### config.mk
export PLATFORM = sky130hd
export DESIGN_NAME = sesb_steer_ecc
export DESIGN_NICKNAME = d
export VERILOG_FILES = /design/src/sesb_pkg.sv /design/src/sesb_steer_ecc.sv /design/src/sesb_encoder.sv /design/src/sesb_decoder.sv
export SDC_FILE = /design/constraint.sdc
export NUM_CORES = 1
export LEC_CHECK = 0
export ABC_AREA = 1
export BUFFER_PORTS_ARGS = -buffer_cell sky130_fd_sc_hd__buf_2
export CAP_MARGIN = 20
export CORE_MARGIN = 2
export CORE_UTILIZATION = 45
export DETAILED_ROUTE_END_ITERATION = 7
export PLACE_DENSITY = 0.7
export RECOVER_POWER = 25
export SETUP_SLACK_MARGIN = 0.15
export SYNTH_ARGS = -nofsm -noshare
export SYNTH_HDL_FRONTEND = slang
export SYNTH_SLANG_ARGS = --single-unit
### constraint.sdc
create_clock -name ref_clk -period 12.35 [get_ports ref_clk]
set_input_delay 0.6175 -clock ref_clk [delete_from_list [all_inputs] [get_ports ref_clk]]
set_output_delay 0.6175 -clock ref_clk [all_outputs]
set_load 0.02 [all_outputs]
### src/sesb_pkg.sv
// Constants, state type and code helpers for the storage check and spare-bit steering block.
// Assumes a single processor clock; every file of the block imports this package.
package sesb_pkg;

	// Word layout
	localparam int SESB_DATA_W = 32;
	localparam int SESB_HAM_W = 6;
	localparam int SESB_CHK_W = 7;
	localparam int SESB_WORD_W = 39;
	localparam int SESB_MEM_W = 40;
	localparam int SESB_SPARE_POS = 39;
	localparam int SESB_HAM_POS_MAX = 38;
	localparam int SESB_BYTES = 4;

	// Addressing and dictionary geometry
	localparam int SESB_ADDR_W = 20;
	localparam int SESB_WADDR_W = 18;
	localparam int SESB_WADDR_LSB = 2;
	localparam int SESB_SLOTS = 8;
	localparam int SESB_SLOT_W = 3;
	localparam int SESB_BIT_W = 6;
	localparam int SESB_BLK_LSB_512K = 16;
	localparam int SESB_BLK_LSB_1024K = 17;

	// Odd byte parity on the internal path
	localparam logic SESB_PAR_ODD = 1'b1;

	// Reset values
	localparam logic SESB_RST_LOW = 1'b0;
	localparam logic SESB_RST_HIGH = 1'b1;

	// Sequencer states
	typedef enum logic [1:0] {SESB_IDLE, SESB_ISSUE, SESB_TAKE, SESB_STOP} sesb_state_t;

	// Place data bits at the non power-of-two positions 1..38
	function automatic logic [SESB_HAM_POS_MAX:1] sesb_spread(input logic [SESB_DATA_W-1:0] d);
		logic [SESB_HAM_POS_MAX:1] c;
		int j;
		c = '0;
		j = 0;
		for (int p = 1; p <= SESB_HAM_POS_MAX; p++) begin
			if ((p & (p - 1)) != 0) begin
				c[p] = d[j];
				j++;
			end
		end
		return c;
	endfunction

	// Pull the data bits back out of a code vector
	function automatic logic [SESB_DATA_W-1:0] sesb_gather(input logic [SESB_HAM_POS_MAX:1] c);
		logic [SESB_DATA_W-1:0] d;
		int j;
		d = '0;
		j = 0;
		for (int p = 1; p <= SESB_HAM_POS_MAX; p++) begin
			if ((p & (p - 1)) != 0) begin
				d[j] = c[p];
				j++;
			end
		end
		return d;
	endfunction

	// Xor of the positions of all set bits
	function automatic logic [SESB_HAM_W-1:0] sesb_syn(input logic [SESB_HAM_POS_MAX:1] c);
		logic [SESB_HAM_W-1:0] s;
		s = '0;
		for (int p = 1; p <= SESB_HAM_POS_MAX; p++) begin
			if (c[p]) begin
				s = s ^ SESB_HAM_W'(p);
			end
		end
		return s;
	endfunction

endpackage

### src/sesb_steer_ecc.sv
// Storage word checker with spare-bit steering between the processor data path and storage.
// Assumes storage answers a read one cycle after the cycle in which mem_en is high.
//
// Summary of operation
// - Each four-byte word carries one seven-bit check code instead of byte parity.
// - Every fetch reads 39 bits and validates 32 data bits with the check code.
// - Fetched words leave with one generated parity bit per data byte.
// - A single-bit error is flipped with no added fetch cycles.
// - Corrections raise no machine check and are not counted.
// - Stores drop incoming parity, generate seven check bits, write 39 bits.
// - All double and many multi-bit errors are detected, never corrected.
// - Uncorrectable error during execution: check-stop plus error record, no interruption.
// - Data on internal paths stays checked by byte parity.
// - Every stored 39-bit word has one spare bit for a failing bit.
// - One replaced bit per 64K block (512K) or 128K block (1024K), eight total.
// - Dictionary loads steering registers at microcode load; accesses then use spares.
`timescale 1ns/1ps
`default_nettype none
module sesb_steer_ecc (
	input wire logic ref_clk, // Processor clock, 125 MHz
	input wire logic reset_n, // Synchronous reset, active low
	input wire logic clk_en, // Freezes all state while low
	input wire logic iml_active, // Initial microcode load in progress
	input wire logic size_1024k, // Storage size strap, 1 = 1024K, 0 = 512K
	input wire logic dict_we, // Dictionary entry write strobe
	input wire logic [sesb_pkg::SESB_SLOT_W-1:0] dict_slot, // Storage block of the entry
	input wire logic [sesb_pkg::SESB_BIT_W-1:0] dict_bit, // Failing bit position 0..38
	input wire logic dict_en, // Entry in use
	input wire logic req_valid, // Processor access request
	input wire logic req_write, // 1 = store, 0 = fetch
	input wire logic [sesb_pkg::SESB_ADDR_W-1:0] req_addr, // Byte address
	input wire logic [sesb_pkg::SESB_DATA_W-1:0] req_data, // Store data
	input wire logic [sesb_pkg::SESB_BYTES-1:0] req_par, // Store byte parity
	input wire logic in_exec, // Access made during instruction execution
	input wire logic [sesb_pkg::SESB_MEM_W-1:0] mem_rdata, // Storage read data with spare
	output logic req_ready, // Request may be taken
	output logic fetch_valid, // Fetch answer pulse
	output logic [sesb_pkg::SESB_DATA_W-1:0] fetch_data, // Fetched data
	output logic [sesb_pkg::SESB_BYTES-1:0] fetch_par, // Generated byte parity
	output logic fetch_bad, // Fetched word uncorrectable
	output logic path_par_err, // Store data parity error pulse
	output logic check_stop, // Processor check-stop level
	output logic log_valid, // Error record pulse
	output logic [sesb_pkg::SESB_ADDR_W-1:0] log_addr, // Address of failing word
	output logic [sesb_pkg::SESB_CHK_W-1:0] log_syndrome, // Syndrome of failing word
	output logic mem_en, // Storage access strobe
	output logic mem_we, // Storage write enable
	output logic [sesb_pkg::SESB_WADDR_W-1:0] mem_addr, // Storage word address
	output logic [sesb_pkg::SESB_MEM_W-1:0] mem_wdata // Storage write data with spare
);
	import sesb_pkg::*;

	// Sequencer state and processor side results
	sesb_state_t state_q;
	logic req_ready_q;
	logic fetch_valid_q;
	logic [SESB_DATA_W-1:0] fetch_data_q;
	logic [SESB_BYTES-1:0] fetch_par_q;
	logic fetch_bad_q;
	logic path_par_err_q;

	// Check-stop level and error record
	logic check_stop_q;
	logic log_valid_q;
	logic [SESB_ADDR_W-1:0] log_addr_q;
	logic [SESB_CHK_W-1:0] log_syn_q;

	// Storage side strobes and write word
	logic mem_en_q;
	logic mem_we_q;
	logic [SESB_WADDR_W-1:0] mem_addr_q;
	logic [SESB_MEM_W-1:0] mem_wdata_q;

	// Fetch in flight and steering configuration
	logic [SESB_ADDR_W-1:0] rd_addr_q;
	logic rd_exec_q;
	logic [SESB_SLOT_W-1:0] rd_blk_q;
	logic size_1024k_q;
	logic steer_en_q [SESB_SLOTS];
	logic [SESB_BIT_W-1:0] steer_bit_q [SESB_SLOTS];

	// Request decode and store parity check
	logic req_take;
	logic [SESB_SLOT_W-1:0] req_blk;
	logic [SESB_BYTES-1:0] par_bad;

	// Store path
	logic [SESB_WORD_W-1:0] enc_word;
	logic [SESB_WORD_W-1:0] spare_pick;
	logic spare_wr;

	// Fetch path
	logic [SESB_WORD_W-1:0] rd_word;
	logic [SESB_DATA_W-1:0] dec_data;
	logic dec_uncorr;
	logic [SESB_CHK_W-1:0] dec_syn;
	logic [SESB_BYTES-1:0] gen_par;
	logic stop_hit;

	// Request acceptance and storage block of the request
	assign req_take = req_valid && req_ready_q && (state_q == SESB_IDLE);
	assign req_blk = size_1024k_q ? req_addr[SESB_BLK_LSB_1024K +: SESB_SLOT_W]
		: req_addr[SESB_BLK_LSB_512K +: SESB_SLOT_W];

	// Byte parity check on store data, parity generation on fetch data
	for (genvar i = 0; i < SESB_BYTES; i++) begin : g_par
		assign par_bad[i] = (^{req_data[i*8 +: 8], req_par[i]}) != SESB_PAR_ODD;
		assign gen_par[i] = (^dec_data[i*8 +: 8]) ^ SESB_PAR_ODD;
	end

	// Check-code generation for stores; incoming parity is not used
	sesb_encoder u_enc (
		.data_in(req_data),
		.word_out(enc_word)
	);

	// Per-bit spare steering: copy the failing bit out on store, back in on fetch
	for (genvar b = 0; b < SESB_WORD_W; b++) begin : g_steer
		assign spare_pick[b] = steer_en_q[req_blk] && (steer_bit_q[req_blk] == SESB_BIT_W'(b))
			&& enc_word[b];
		assign rd_word[b] = (steer_en_q[rd_blk_q] && (steer_bit_q[rd_blk_q] == SESB_BIT_W'(b)))
			? mem_rdata[SESB_SPARE_POS] : mem_rdata[b];
	end
	assign spare_wr = |spare_pick;

	// Check and correct the steered fetch word in the same cycle
	sesb_decoder u_dec (
		.word_in(rd_word),
		.data_out(dec_data),
		.corrected(),
		.uncorrectable(dec_uncorr),
		.syndrome(dec_syn)
	);

	// Uncorrectable word met during execution; one decode shared by three processes
	assign stop_hit = (state_q == SESB_TAKE) && dec_uncorr && rd_exec_q;

	// Storage size strap captured while microcode load runs
	always_ff @(posedge ref_clk) begin
		if (!reset_n) begin
			size_1024k_q <= SESB_RST_LOW;
		end else if (clk_en && iml_active) begin
			size_1024k_q <= size_1024k;
		end
	end

	// Steering registers, cleared at reset, written only during microcode load
	always_ff @(posedge ref_clk) begin
		if (!reset_n) begin
			for (int s = 0; s < SESB_SLOTS; s++) begin
				steer_en_q[s] <= SESB_RST_LOW;
				steer_bit_q[s] <= '0;
			end
		end else if (clk_en && iml_active && dict_we) begin
			steer_en_q[dict_slot] <= dict_en;
			steer_bit_q[dict_slot] <= dict_bit;
		end
	end

	// Access sequencer; a fetch always takes the same two cycles
	always_ff @(posedge ref_clk) begin
		if (!reset_n) begin
			state_q <= SESB_IDLE;
			req_ready_q <= SESB_RST_LOW;
		end else if (clk_en) begin
			unique case (state_q)
				SESB_IDLE: begin
					req_ready_q <= SESB_RST_HIGH;
					if (req_take && !req_write) begin
						state_q <= SESB_ISSUE;
						req_ready_q <= SESB_RST_LOW;
					end
				end
				SESB_ISSUE: begin
					state_q <= SESB_TAKE;
				end
				SESB_TAKE: begin
					if (stop_hit) begin
						state_q <= SESB_STOP;
					end else begin
						state_q <= SESB_IDLE;
						req_ready_q <= SESB_RST_HIGH;
					end
				end
				SESB_STOP: begin
					req_ready_q <= SESB_RST_LOW;
				end
			endcase
		end
	end

	// Storage side strobes, address and write word
	always_ff @(posedge ref_clk) begin
		if (!reset_n) begin
			mem_en_q <= SESB_RST_LOW;
			mem_we_q <= SESB_RST_LOW;
			mem_addr_q <= '0;
			mem_wdata_q <= '0;
		end else if (clk_en) begin
			mem_en_q <= SESB_RST_LOW;
			mem_we_q <= SESB_RST_LOW;
			if (req_take && (!req_write || (par_bad == '0))) begin
				mem_en_q <= SESB_RST_HIGH;
				mem_we_q <= req_write;
				mem_addr_q <= req_addr[SESB_WADDR_LSB +: SESB_WADDR_W];
			end
			if (req_take && req_write) begin
				mem_wdata_q <= {spare_wr, enc_word};
			end
		end
	end

	// Context of the fetch in flight
	always_ff @(posedge ref_clk) begin
		if (!reset_n) begin
			rd_addr_q <= '0;
			rd_exec_q <= SESB_RST_LOW;
			rd_blk_q <= '0;
		end else if (clk_en && req_take && !req_write) begin
			rd_addr_q <= req_addr;
			rd_exec_q <= in_exec;
			rd_blk_q <= req_blk;
		end
	end

	// Fetch answer in byte-plus-parity form; correction is silent
	always_ff @(posedge ref_clk) begin
		if (!reset_n) begin
			fetch_valid_q <= SESB_RST_LOW;
			fetch_data_q <= '0;
			fetch_par_q <= '0;
			fetch_bad_q <= SESB_RST_LOW;
		end else if (clk_en) begin
			fetch_valid_q <= SESB_RST_LOW;
			if ((state_q == SESB_TAKE) && !stop_hit) begin
				fetch_valid_q <= SESB_RST_HIGH;
				fetch_data_q <= dec_data;
				fetch_par_q <= gen_par;
				fetch_bad_q <= dec_uncorr;
			end
		end
	end

	// Store parity error pulse; the store itself is dropped
	always_ff @(posedge ref_clk) begin
		if (!reset_n) begin
			path_par_err_q <= SESB_RST_LOW;
		end else if (clk_en) begin
			path_par_err_q <= req_take && req_write && (par_bad != '0);
		end
	end

	// Check-stop and error record; held until reset, no interruption raised
	always_ff @(posedge ref_clk) begin
		if (!reset_n) begin
			check_stop_q <= SESB_RST_LOW;
			log_valid_q <= SESB_RST_LOW;
			log_addr_q <= '0;
			log_syn_q <= '0;
		end else if (clk_en) begin
			log_valid_q <= SESB_RST_LOW;
			if (stop_hit) begin
				check_stop_q <= SESB_RST_HIGH;
				log_valid_q <= SESB_RST_HIGH;
				log_addr_q <= rd_addr_q;
				log_syn_q <= dec_syn;
			end
		end
	end

	// Processor side outputs straight from flip-flops; corrections leave no trace
	assign req_ready = req_ready_q;
	assign fetch_valid = fetch_valid_q;
	assign fetch_data = fetch_data_q;
	assign fetch_par = fetch_par_q;
	assign fetch_bad = fetch_bad_q;
	assign path_par_err = path_par_err_q;

	// Check-stop and error record outputs
	assign check_stop = check_stop_q;
	assign log_valid = log_valid_q;
	assign log_addr = log_addr_q;
	assign log_syndrome = log_syn_q;

	// Storage side outputs
	assign mem_en = mem_en_q;
	assign mem_we = mem_we_q;
	assign mem_addr = mem_addr_q;
	assign mem_wdata = mem_wdata_q;

endmodule // sesb_steer_ecc
`default_nettype wire

### src/sesb_encoder.sv
// Check-code generator: 32 data bits in, 39-bit stored word out.
// Purely combinational; the caller registers the result.
`timescale 1ns/1ps
`default_nettype none
module sesb_encoder (
	input wire logic [sesb_pkg::SESB_DATA_W-1:0] data_in, // Data to be stored
	output logic [sesb_pkg::SESB_WORD_W-1:0] word_out // Data plus seven check bits
);
	import sesb_pkg::*;

	logic [SESB_HAM_W-1:0] ham;

	// Hamming bits cover the spread data; the top bit is overall parity
	always_comb begin
		ham = sesb_syn(sesb_spread(data_in));
		word_out = {^{ham, data_in}, ham, data_in};
	end

endmodule // sesb_encoder
`default_nettype wire

### src/sesb_decoder.sv
// Check-code decoder: corrects one bit, flags double and many multi-bit errors.
// Purely combinational so a corrected word costs no extra cycle.
`timescale 1ns/1ps
`default_nettype none
module sesb_decoder (
	input wire logic [sesb_pkg::SESB_WORD_W-1:0] word_in, // Word as read from storage
	output logic [sesb_pkg::SESB_DATA_W-1:0] data_out, // Validated or corrected data
	output logic corrected, // One bit was flipped
	output logic uncorrectable, // Double or multi-bit error
	output logic [sesb_pkg::SESB_CHK_W-1:0] syndrome // Overall bit and position
);
	import sesb_pkg::*;

	logic [SESB_HAM_POS_MAX:1] code;
	logic [SESB_HAM_W-1:0] syn;
	logic ovr;

	// Rebuild the code vector, find the failing position and flip it
	always_comb begin
		code = sesb_spread(word_in[SESB_DATA_W-1:0]);
		for (int k = 0; k < SESB_HAM_W; k++) begin
			code[2 ** k] = word_in[SESB_DATA_W + k];
		end
		syn = sesb_syn(code);
		ovr = ^word_in;
		corrected = 1'b0;
		uncorrectable = 1'b0;
		if (ovr && (syn <= SESB_HAM_W'(SESB_HAM_POS_MAX))) begin
			corrected = 1'b1;
			if (syn != '0) begin
				code[syn] = ~code[syn];
			end
		end else if (ovr || (syn != '0)) begin
			uncorrectable = 1'b1;
		end
		data_out = sesb_gather(code);
		syndrome = {ovr, syn};
	end

endmodule // sesb_decoder
`default_nettype wire

==> reports/results.ini <==
[global_route]
grt_max_degree = 107
grt_pass1_vias = 14500
grt.total_usage_pct = 28.1
grt_pass1_wl_um = 76600
antenna_found_initial = 1
grt_remaining_overflow = 0

[sta]
skew_ps = 27.6
hold_viol_final = 0
worst_pin_slew_ps = 2130
finalSetupTns_ps = 0
slew_violations = 51
relSlewSlack_pct = -42.0
fmax_ghz = 0.136
setup_viol = 0
finalCritPeriodShare_pct = 59.5
min_period_ps = 7350
rsz0062_at_grt = false

[finish]
nFillCells = 3328
final-seq-area_mm2 = 0.00478
fin_util_pct = 51.9
final_cell_mix = nand2_1 (694), nor2_1 (282), inv_1 (263)
nNetsFinal = 2624
multi_input_area_mm2 = 0.00846
syn_to_final_growth_pct = 13.9
drive_gt1_share_pct = 11.8
final_common_cell = nand2_1

[synthesis]
synth_edf_count = 48
syn-mean-instance-area_um2 = 6.39
synth_top_flop_cell = dfxtp_1
ys_ff_latch = 215
synth.distinct_cells = 49
synthArstFlopShare_pct = 0
synth_seq_area_share_pct = 32.4
netlist_area_mm2 = 0.0148
yosys_warnings = 0
synth_cells = 2314
syn_nets = 2434

[detailed_routing]
drc = 0
wirelength_um = 48600
wire_per_inst_um = 16.4
vias = 15300
first_pass_iters = 5
avgViaCountPerCell = 5.18
drt_iter0_markers = 1104
ant_nets = 0

[clocking]
clock_latency_ps = 540
cts_buffer_depth = 3
post_cts_buffers = 0
clkSinkCount = 215
cts_resized = 0
clk_pin_slew_worst_paths_ps = 80
cts_root_buf = clkbuf_16
cts_max_level = 1
cts_made_buffers = 25
cts_tree = done
cts_hold_buf = 0

[setup_path]
cp_max_fo = 30
crit_path_max_incr_delay_ps = 910
crit_path_end = fetch_par[3]$_SDFFE_PN0P_
crit_path_start_kind = register
path_common_cell = nand2_1
slowest_stage = dfxtp_1
setup.worst_path.end_class = register
r2r_end = fetch_par[3]$_SDFFE_PN0P_
cp_data_arrival_time_ps = 7790
r2r.worst_path.cells = 36
path_class = reg -> reg
worstPathRequired_ps = 12790
ff2ff_setup_slack_ps = 5000

[run_status]
outcome = finished with violations
failed_checks = max-capacitance violations, max-slew violations

[power_and_ir_drop]
p_total_mw = 2.20
power_density_mw_per_mm2 = 131
peakVddDrop_mv = 0.119
p_leak_nw = 8.51

[run]
cap_viol_max_count = 1

[placement]
io_buffer_count = 243
hpwlAfterDp_um = 37600
globalplace.congestion = 0.920

[die]
dieArea_mm2 = 0.0343
row_count = 66
core_area_mm2 = 0.0325
floorplan.initialDensity_pct = 45.5
pin_count = 244
fp.dieH_um = 185
die_w_um = 185

[worst_hold_path]
hold_class = in -> reg

## area by class of cell
| class | count | area share [%] |
|---|---|---|
| antenna | 1 | 0.0149 |
| clock buffer | 30 | 3.89 |
| clock inverter | 13 | 0.721 |
| inverter | 287 | 6.40 |
| multi-input combinational | 1723 | 50.3 |
| sequential | 215 | 28.4 |
| tap | 442 | 3.29 |
| timing repair buffer | 252 | 6.97 |
## where the power goes
part / switching, mW / internal [mW]
clock: 0.310 / 0.402
sequential: 0.0111 / 0.737
combinational: 0.511 / 0.228
total: 0.832 / 1.37
## stage by stage
stage               instances  setup slack (ps)  hold slack, ps  instance area, µm²
floorplan                2314              8430             450               14800
global placement         2918              5180             444               16200
detailed placement       2918              5160             458               16200
CTS                      2961              5130             286               16900
global route             2962              4250             291               16800
finish                   2963              5000             301               16800
## worst max-delay path, delay by kind of cell, from the launching register on
| kind | cells | cell delay, ps |
|---|---|---|
| flops | 1 | 910 |
| compound gates | 3 | 1270 |
| buf+inv | 2 | 410 |
| simple gates | 31 | 4640 |
## sequential cells by signal, indices dropped and copies added (netlist names), 2 cells and up, named ones only
register / count
mem_wdata: 40
log_syndrome: 7
steer_en_q: 8
fetch_data: 32
state_q: 2
rd_blk_q: 3
mem_addr: 18
rd_addr_q: 20
fetch_par: 4
steer_bit_q: 48
log_addr: 20
## worst min path at each step
| stage | start | endpoint | slack, ps | depth (start not counted) |
|---|---|---|---|---|
| after floorplan | rd_addr_q[17]$_SDFFE_PN0P_ | log_addr[17]$_SDFFE_PN0P_ | 450 | 2 |
| after detailed placement | fetch_valid$_SDFFE_PN0P_ | fetch_valid$_SDFFE_PN0P_ | 460 | 2 |
| final | req_addr[0] | rd_addr_q[0]$_SDFFE_PN0P_ | 300 | 3 |
| after global placement | check_stop$_SDFFE_PN0P_ | check_stop$_SDFFE_PN0P_ | 440 | 1 |
| after global routing | req_addr[0] | rd_addr_q[0]$_SDFFE_PN0P_ | 290 | 3 |
| after CTS | req_addr[0] | rd_addr_q[0]$_SDFFE_PN0P_ | 290 | 3 |
## layer usage
metal	vias up	track usage [%]	share of wire, %
met1	6951	34.7	41
met5	-	0	0
li1	7704	-	-
met3	110	4.56	7.0
met4	0	11.6	4.3
met2	579	48.5	48
## logic make-up (layout without fill, tap and decap cells)
| family | count (synthesis) | in the layout | share of synthesized area (%) |
|---|---|---|---|
| simple gates | 1229 | 1229 | 35.1 |
| buf+inv | 376 | 582 | 10.4 |
| compound gates | 366 | 366 | 14.3 |
| flops | 215 | 215 | 32.4 |
| xor+xnor | 123 | 123 | 7.34 |
| fa+ha+maj | 5 | 5 | 0.423 |
| other cells | 0 | 1 | 0 |
## Yosys cell counts, types with 2 or more instances
master / n / share of area (%)
o21ai_2: 12 / 0.71
nand3_1: 166 / 5.6
nor3_1: 3 / 0.10
o21ai_0: 159 / 5.4
a21oi_4: 2 / 0.22
clkinv_1: 4 / 0.10
o2111ai_1: 4 / 0.24
a21oi_1: 76 / 2.6
buf_2: 14 / 0.47
inv_1: 263 / 6.7
nor2_8: 4 / 0.54
nand2_1: 694 / 18
dfxtp_1: 167 / 23
nor2_4: 9 / 0.69
a31oi_1: 5 / 0.21
nand2_4: 5 / 0.38
clkbuf_1: 57 / 1.4
nand3b_1: 2 / 0.10
a21oi_2: 2 / 0.12
o21ai_1: 33 / 1.1
nor2_1: 284 / 7.2
nand2_2: 26 / 1.1
o21a_1: 7 / 0.36
o211ai_1: 34 / 1.7
o21bai_1: 9 / 0.46
or2_2: 2 / 0.085
o22ai_1: 13 / 0.55
buf_6: 10 / 0.76
nand4_1: 11 / 0.47
nor2_2: 16 / 0.68
buf_4: 7 / 0.36
nand3_4: 2 / 0.24
edfxtp_1: 48 / 9.8
xnor2_1: 71 / 4.2
a211oi_1: 4 / 0.20
or2_1: 3 / 0.13
xor2_1: 51 / 3.0
ha_1: 5 / 0.42
inv_2: 20 / 0.51
Note: power is estimated with default switching activity, not from simulation.
